<file path="src/hw/exec_cfg.svh">
`ifndef EXEC_CFG_SVH
`define EXEC_CFG_SVH
// Operand widths
`define EXEC_DATA_W       8
`define EXEC_ADDR_W       7
// Destination select encoding
`define EXEC_DEST_ACC     1'b0
`define EXEC_DEST_FILE    1'b1
// Nibble boundary for digit carry
`define EXEC_NIB_W        4
// Reset values
`define EXEC_BYTE_ZERO    8'h00
`define EXEC_ADDR_ZERO    7'h00
`endif

</file>
<file path="src/hw/exec_pkg.sv">
package exec_pkg;
  // Instruction selected by the decoder
  typedef enum logic [2:0] {
    OP_NONE,
    OP_ROTATE_RIGHT_THROUGH_CARRY,
    OP_LITERAL_MINUS_ACCUMULATOR,
    OP_REGISTER_MINUS_ACCUMULATOR,
    OP_SLEEP
  } exec_op_t;

  // Result of the subtractor
  typedef struct packed {
    logic [7:0] diff;
    logic       carry;
    logic       digit_carry;
    logic       zero;
  } sub_result_t;

  // Status flag group
  typedef struct packed {
    logic carry;
    logic digit_carry_flag;
    logic zero;
  } alu_flags_t;
endpackage : exec_pkg

</file>
<file path="src/hw/rotate_subtract_sleep_exec.sv">
`timescale 1ns/1ns
`include "exec_cfg.svh"
// Operation
// [RULE1] Rotate right through carry, only carry changes
// [RULE2] Destination bit 0 accumulator, 1 file
// [RULE3] Literal minus accumulator into accumulator
// [RULE4] File minus accumulator into chosen destination
// [RULE5] Subtracts set zero on zero result
// [RULE6] Sleep clears power-down, sets time-out bits
// [RULE7] Sleep clears watchdog counter and prescaler
// [RULE8] Sleep halts oscillator and execution
module rotate_subtract_sleep_exec
  import exec_pkg::*;
(
  input  wire logic                 clk_sys,           // Instruction clock
  input  wire logic                 rst_n,             // Sync reset, low
  input  wire logic                 exec_valid,        // Instruction strobe
  input  wire exec_op_t             exec_op,           // Decoded instruction
  input  wire logic [6:0]           file_addr,         // File register address
  input  wire logic                 dest_sel,          // 0 acc, 1 file
  input  wire logic [7:0]           literal,           // 8-bit literal
  input  wire logic [7:0]           file_rdata,        // Addressed file value
  input  wire logic [7:0]           accumulator,       // Current accumulator
  input  wire alu_flags_t           flags_in,          // Current status flags
  input  wire logic                 wake_up,           // Wake event from sleep
  output logic [7:0]                acc_wdata,         // New accumulator
  output logic                      acc_we,            // Accumulator write
  output logic [6:0]                file_waddr,        // File write address
  output logic [7:0]                file_wdata,        // File write data
  output logic                      file_we,           // File write
  output alu_flags_t                flags_out,         // New status flags
  output logic                      flags_we,          // Flag group write
  output logic                      timeout_status_n,  // Time-out, low
  output logic                      power_down_status_n, // Power-down, low
  output logic                      watchdog_clear,    // Clears counter+prescaler
  output logic                      osc_enable,        // Main oscillator run
  output logic                      sleeping           // Core in sleep
);
  // ----------------------------------------
  // Execution state
  // ----------------------------------------
  typedef enum logic [0:0] {
    ST_RUN,
    ST_SLEEP
  } run_state_t;

  run_state_t  state_reg;         // Run or sleep
  run_state_t  state_next;        // Next run state
  sub_result_t sub_res;           // Subtractor output
  logic [7:0]  minuend;           // Literal or file value
  logic        accept;            // Instruction taken this cycle
  logic [7:0]  result_next;       // Result byte
  alu_flags_t  flags_next;        // Flags after this instruction
  logic        write_acc_next;    // Result to accumulator
  logic        write_file_next;   // Result to file
  logic        write_flags_next;  // Flags updated

  // ----------------------------------------
  // Subtract datapath
  // ----------------------------------------
  // Pick minuend by instruction
  always_comb begin
    if (exec_op == OP_LITERAL_MINUS_ACCUMULATOR) begin
      minuend = literal;
    end else begin
      minuend = file_rdata;
    end
  end

  sub_unit u_sub (
    .minuend    (minuend),
    .subtrahend (accumulator),
    .result     (sub_res)
  );

  // Instructions only execute while running
  assign accept = exec_valid && (state_reg == ST_RUN);

  // Sleep instruction accepted this cycle
  function automatic logic sleep_taken(input logic take, input exec_op_t op);
    return take && (op == OP_SLEEP);
  endfunction : sleep_taken

  // ----------------------------------------
  // Result and flag decode
  // ----------------------------------------
  // Per-instruction result, flags and destination
  always_comb begin
    result_next      = `EXEC_BYTE_ZERO;
    flags_next       = flags_in;
    write_acc_next   = 1'b0;
    write_file_next  = 1'b0;
    write_flags_next = 1'b0;
    case (exec_op)
      // [RULE1] Rotate through carry
      OP_ROTATE_RIGHT_THROUGH_CARRY: begin
        result_next      = {flags_in.carry, file_rdata[7:1]};
        flags_next.carry = file_rdata[0];
        write_flags_next = 1'b1;
        // [RULE2] Destination select
        write_acc_next   = (dest_sel == `EXEC_DEST_ACC);
        write_file_next  = (dest_sel == `EXEC_DEST_FILE);
      end
      // [RULE3] Literal subtract to accumulator
      OP_LITERAL_MINUS_ACCUMULATOR: begin
        result_next                 = sub_res.diff;
        flags_next.carry            = sub_res.carry;
        flags_next.digit_carry_flag = sub_res.digit_carry;
        // [RULE5] Zero flag
        flags_next.zero             = sub_res.zero;
        write_flags_next            = 1'b1;
        write_acc_next              = 1'b1;
      end
      // [RULE4] Register subtract
      OP_REGISTER_MINUS_ACCUMULATOR: begin
        result_next                 = sub_res.diff;
        flags_next.carry            = sub_res.carry;
        flags_next.digit_carry_flag = sub_res.digit_carry;
        // [RULE5] Zero flag
        flags_next.zero             = sub_res.zero;
        write_flags_next            = 1'b1;
        // [RULE2] Destination select
        write_acc_next              = (dest_sel == `EXEC_DEST_ACC);
        write_file_next             = (dest_sel == `EXEC_DEST_FILE);
      end
      // Sleep writes no data
      default: begin
        result_next = `EXEC_BYTE_ZERO;
      end
    endcase
  end

  // ----------------------------------------
  // Write-back outputs
  // ----------------------------------------
  // Register results one cycle after acceptance
  always_ff @(posedge clk_sys) begin
    if (!rst_n) begin
      acc_wdata  <= `EXEC_BYTE_ZERO;
      file_wdata <= `EXEC_BYTE_ZERO;
      file_waddr <= `EXEC_ADDR_ZERO;
      acc_we     <= 1'b0;
      file_we    <= 1'b0;
      flags_we   <= 1'b0;
      flags_out  <= '0;
    end else begin
      acc_wdata  <= result_next;
      file_wdata <= result_next;
      file_waddr <= file_addr;
      acc_we     <= accept && write_acc_next;
      file_we    <= accept && write_file_next;
      flags_we   <= accept && write_flags_next;
      flags_out  <= flags_next;
    end
  end

  // ----------------------------------------
  // Sleep control
  // ----------------------------------------
  // Run/sleep transitions
  always_comb begin
    case (state_reg)
      ST_RUN: begin
        // [RULE8] Enter sleep
        if (sleep_taken(accept, exec_op)) begin
          state_next = ST_SLEEP;
        end else begin
          state_next = ST_RUN;
        end
      end
      ST_SLEEP: begin
        if (wake_up) begin
          state_next = ST_RUN;
        end else begin
          state_next = ST_SLEEP;
        end
      end
      default: begin
        state_next = ST_RUN;
      end
    endcase
  end

  // State register
  always_ff @(posedge clk_sys) begin
    if (!rst_n) begin
      state_reg <= ST_RUN;
    end else begin
      state_reg <= state_next;
    end
  end

  // [RULE8] Oscillator halt
  always_ff @(posedge clk_sys) begin
    if (!rst_n) begin
      osc_enable <= 1'b1;
      sleeping   <= 1'b0;
    end else begin
      osc_enable <= (state_next == ST_RUN);
      sleeping   <= (state_next == ST_SLEEP);
    end
  end

  // [RULE7] Watchdog clear pulse
  always_ff @(posedge clk_sys) begin
    if (!rst_n) begin
      watchdog_clear <= 1'b0;
    end else begin
      watchdog_clear <= sleep_taken(accept, exec_op);
    end
  end

  // [RULE6] Status bits on sleep
  always_ff @(posedge clk_sys) begin
    if (!rst_n) begin
      timeout_status_n    <= 1'b1;
      power_down_status_n <= 1'b1;
    end else if (sleep_taken(accept, exec_op)) begin
      timeout_status_n    <= 1'b1;
      power_down_status_n <= 1'b0;
    end
  end
endmodule : rotate_subtract_sleep_exec

</file>
<file path="src/hw/sub_unit.sv">
`timescale 1ns/1ns
`include "exec_cfg.svh"
// ----------------------------------------
// Subtractor: minuend minus accumulator
// ----------------------------------------
module sub_unit
  import exec_pkg::*;
(
  input  wire logic [7:0]  minuend,
  input  wire logic [7:0]  subtrahend,
  output sub_result_t      result
);
  // Extended differences keep the borrow
  logic [8:0] full_diff;
  logic [4:0] nib_diff;

  // Compute result and flags
  always_comb begin
    full_diff          = {1'b0, minuend} - {1'b0, subtrahend};
    nib_diff           = {1'b0, minuend[3:0]} - {1'b0, subtrahend[3:0]};
    result.diff        = full_diff[7:0];
    // No borrow means subtrahend <= minuend
    result.carry       = ~full_diff[8];
    result.digit_carry = ~nib_diff[4];
    result.zero        = (full_diff[7:0] == `EXEC_BYTE_ZERO);
  end
endmodule : sub_unit

</file>
<file path="config.mk">
export PLATFORM = sky130hd
export DESIGN_NAME = rotate_subtract_sleep_exec
export DESIGN_NICKNAME = d
export VERILOG_FILES = /design/src/hw/exec_pkg.sv /design/src/hw/rotate_subtract_sleep_exec.sv /design/src/hw/sub_unit.sv
export VERILOG_INCLUDE_DIRS = /design/src /design/src/hw
export SDC_FILE = /design/constraint.sdc
export NUM_CORES = 1
export LEC_CHECK = 0
export BUFFER_PORTS_ARGS = -buffer_cell sky130_fd_sc_hd__buf_2
export CORE_MARGIN = 4
export CORE_UTILIZATION = 41
export DETAILED_ROUTE_END_ITERATION = 6
export HOLD_SLACK_MARGIN = 0.15
export PLACE_DENSITY = 0.76
export REMOVE_ABC_BUFFERS = 1
export SYNTH_ARGS = -nofsm -noshare
export SYNTH_HDL_FRONTEND = slang
export SYNTH_HIERARCHICAL = 1
export SYNTH_SLANG_ARGS = --single-unit
</file>
<file path="constraint.sdc">
create_clock -name clk_sys -period 2.8 [get_ports clk_sys]
set_clock_uncertainty 0.15 [all_clocks]
set_input_delay 0.56 -clock clk_sys [delete_from_list [all_inputs] [get_ports clk_sys]]
set_output_delay 0.56 -clock clk_sys [all_outputs]
set_load 0.05 [all_outputs]
</file>
==> results.sh <==
export IMPL_grt_pass1_vias=1339
export IMPL_area_growth_pct=45.7
export IMPL_cts_path_max_buffers=2
export IMPL_comb_power_share=0.426
export IMPL_dieArea_sq_um=4750
export IMPL_synthArstFlopShare=0
export IMPL_dominantRegCellSynth="dfxtp_1"
export IMPL_drive_above_1_share=0.646
export IMPL_ys_ff_latch=25
export IMPL_drt_initial_drc_count=55
export IMPL_synth_area_leaders="dfxtp_1, mux2_4, a22oi_2"
export IMPL_antenna_found_initial=0
export IMPL_synth_edff_count=0
export IMPL_cts_root_buf="clkbuf_8"
export IMPL_finalHoldViolCount=0
export IMPL_synth_top_area_frac=0.329
export IMPL_cp_slowest_cell="mux2_4"
export IMPL_min_period_ns=2.74
export IMPL_use_met2=0.319
export IMPL_critPathMaxStageDelay_ns=0.32
export IMPL_dpl_cell_area_sq_um=1990
export IMPL_power_density_nw_per_um2=459
export IMPL_clk_pin_slew_worst_paths_ns=0.09
export IMPL_tns_ns=0
export IMPL_required_ns=2.79
export IMPL_avgSynthCellArea_sq_um=10.3
export IMPL_worst_slack_ns=0.0554
export IMPL_hp_class="register to register"
export IMPL_outcome="complete, no violations"
export IMPL_drt_wirelength_per_cell_um=13.5
export IMPL_synth_top_area_cell="dfxtp_1"
export IMPL_cap_violations=0
export IMPL_rr_endpoint="sleeping$_SDFF_PN0_"
export IMPL_rr_startpoint="sleeping$_SDFF_PN0_"
export IMPL_antenna_left=0
export IMPL_die_w_um=68.9
export IMPL_swShare=0.345
export IMPL_p_seq_frac=0.372
export IMPL_num_antenna_cells=0
export IMPL_p_int_uw=666
export IMPL_critPathArrivalTime_ns=2.73
export IMPL_drv_slew=0
export IMPL_min_to="power_down_status_n$_SDFFE_PN1P_"
export IMPL_hold_slack_ns=0.304
export IMPL_hp_start="power_down_status_n$_SDFFE_PN1P_"
export IMPL_vias_per_cell=4.76
export IMPL_cp_max_fo=6
export IMPL_cpMostUsedCell="buf_4"
export IMPL_power_switching_uw=351
export IMPL_max_slew_margin=0.542
export IMPL_crit_type="input pin to register"
export IMPL_portBuffers=74
export IMPL_cts_buffers=3
export IMPL_finalWirelength_um=3860
export IMPL_drtPass1Iterations=4
export IMPL_p_clk_frac=0.202
export IMPL_finalSetupViolCount=0
export IMPL_fin_area_sq_um=2210
export IMPL_ctsHoldBuffers=0
export IMPL_grt_total_usage=0.173
export IMPL_boundaryPins=76
export IMPL_leakage_uw=0.00112
export IMPL_ys_types=42
export IMPL_drc=0
export IMPL_met3_usage=0.0194
export IMPL_grt_use_met1=0.214
export IMPL_core_sq_um=3470
export IMPL_initial_core_util=0.438
export IMPL_period_share=0.980
export IMPL_worstSkewPairLatency_ns=0.25
export IMPL_grt_pass1_wl_um=6170
export IMPL_reg2regPathDepth=3
export IMPL_busiest_layer="met2"
export IMPL_min_path_cells=2
export IMPL_h_tree_depth=1
export IMPL_nets=292
export IMPL_fp_dieH_um=68.9
export IMPL_dp_hpwl_um=2920
export IMPL_yosysWarnings=6
export IMPL_irDropWorstVdd_v=0.000230
export IMPL_cts_sinks=25
export IMPL_worstSetupStartpointType="input pin"
export IMPL_ys_seq_area_frac=0.329
export IMPL_r2r_slack_ns=1.61
export IMPL_grt_overflow=0
export IMPL_grt_max_degree=16
export IMPL_globalplace_congestion=0.822
export IMPL_pre_cts_ws_ns=-0.428
export IMPL_cp_cell_sequence="buf_6 > nand2b_4 > nor2_8 > mux2_4 > inv_2 > ha_4 > fa_2 > nor2b_2 > o21ai_1 > nor3b_4 > buf_4 > buf_4 > nor2_1 > a22oi_2 > nor2_2"
export IMPL_netlist_instances=148
export IMPL_fmax_mhz=364
export IMPL_cts_tree="yes"
export IMPL_synth_area_sq_um=1520
export IMPL_rows=21
export IMPL_num_vias=1362
export IMPL_rsz0062_at_grt="yes"
export IMPL_tightestPinTransition_ns=0.687
export IMPL_endpoint_kind="register"
==> cell families after synthesis <==
group                      count (synthesis)  share of synthesized area
AOI/OAI and AO/OA                         29                      0.170
buffers and inverters                     28                      0.114
other                                      1                    0.00247
and+or+nand+nor                           43                      0.197
xor gates and xnor gates                   3                     0.0173
adders and majority gates                  9                     0.0790
muxes                                     10                     0.0922
DFF                                       25                      0.329
==> routing by layer <==
| metal | part of all wire | wire length, um |
|---|---|---|
| met3 | 0.084 | 326 |
| met1 | 0.40 | 1560 |
| met2 | 0.51 | 1960 |
| met4 | 0.0047 | 18 |
| met5 | 0 | 0 |
==> worst max-delay path, delay by kind of cell <==
kind / cells / cell delay, ns
AND/OR/NAND/NOR: 6 / 0.70
AO/OA/AOI/OAI: 2 / 0.40
buffers and inverters: 4 / 0.38
adder cells (fa/ha/maj): 2 / 0.36
multiplexers: 1 / 0.32
==> worst max path at each step <==
stage | from | to | slack [ns] | cells past startpoint
6_report | exec_op[2] | file_wdata[4]$_SDFF_PN0_ | 0.06 | 15
3_3_place_gp | exec_op[2] | flags_out[0]$_SDFF_PN0_ | -0.31 | 14
2_1_floorplan | exec_op[2] | flags_out[0]$_SDFF_PN0_ | -0.23 | 11
4_1_cts | exec_op[2] | flags_out[0]$_SDFF_PN0_ | 0.002 | 14
3_5_place_dp | exec_op[2] | flags_out[0]$_SDFF_PN0_ | -0.43 | 14
5_1_grt | exec_op[2] | file_wdata[4]$_SDFF_PN0_ | -0.02 | 15
==> cells in the mapped netlist (2+ instances only) <==
| cell | number |
|---|---|
| o21ai_1 | 4 |
| o21a_1 | 3 |
| nor2b_1 | 3 |
| nand2b_1 | 5 |
| and2_1 | 8 |
| ha_1 | 8 |
| nor2_2 | 9 |
| o31a_1 | 2 |
| mux2_4 | 8 |
| a21oi_1 | 2 |
| dfxtp_1 | 25 |
| nor4_2 | 2 |
| nor3_1 | 3 |
| buf_6 | 3 |
| buf_4 | 9 |
| a22oi_2 | 8 |
| inv_1 | 14 |
| nor2_1 | 5 |
| xnor2_1 | 3 |
| mux2i_1 | 2 |
==> registers in the layout, indices dropped and copies added, names as in the netlist <==
signal	count
file_waddr	7
file_wdata	8
file_we	1
acc_we	1
osc_enable	1
flags_out	3
flags_we	1
watchdog_clear	1
sleeping	1
power_down_status_n	1
==> timing repair <==
action | in CTS | in global routing
gates resized for setup | 17 | 9
setup buffers | 7 | 1
setup endpoints to repair | 4 | 5
pin swaps | 8 | 10
gates cloned | 0 | 0
==> cell usage in the layout (no fill, tap or decap), types with 2 or more instances in the layout <==
| cell type | instances |
|---|---|
| nor4_2 | 2 |
| inv_2 | 2 |
| xnor2_2 | 2 |
| ha_2 | 2 |
| o31a_1 | 2 |
| a22oi_2 | 8 |
| a21oi_2 | 2 |
| nand2b_1 | 4 |
| nor3_1 | 2 |
| mux2i_1 | 2 |
| buf_4 | 25 |
| nor2b_1 | 2 |
| mux2_4 | 8 |
| o21a_1 | 3 |
| nand2b_4 | 2 |
| o21ai_1 | 4 |
| ha_4 | 4 |
| and2_1 | 8 |
| nor2_2 | 9 |
| inv_1 | 12 |
| dfxtp_1 | 25 |
| clkbuf_8 | 3 |
| buf_6 | 4 |
| ha_1 | 2 |
| nor2_1 | 5 |
| buf_2 | 73 |
==> power groups by stage <==
stage,Sequential [uW],Clock (uW),Combinational [uW]
floorplan,473,0,157
global placement,386,0,371
detailed placement,387,0,376
CTS,378,212,410
global route,380,230,466
finish,378,205,434
==> cell type report <==
cell class	count	area [sq um]
Fill cell	301	1250
Multi-Input combinational cell	95	961
Timing Repair Buffer	102	598
Sequential cell	25	500
Tap cell	46	57.6
Inverter	14	52.6
Clock buffer	4	45.0
==> through the flow <==
| stage | std cells | utilization | total power [uW] |
|---|---|---|---|
| 4_1_cts | 285 | 0.624 | 1000 |
| 2_1_floorplan | 134 | - | 630 |
| 3_5_place_dp | 275 | 0.573 | 763 |
| 6_report | 286 | 0.639 | 1020 |
| 3_3_place_gp | 275 | 0.573 | 757 |
| 5_1_grt | 286 | 0.639 | 1080 |
(Power assumes the default switching activity.)
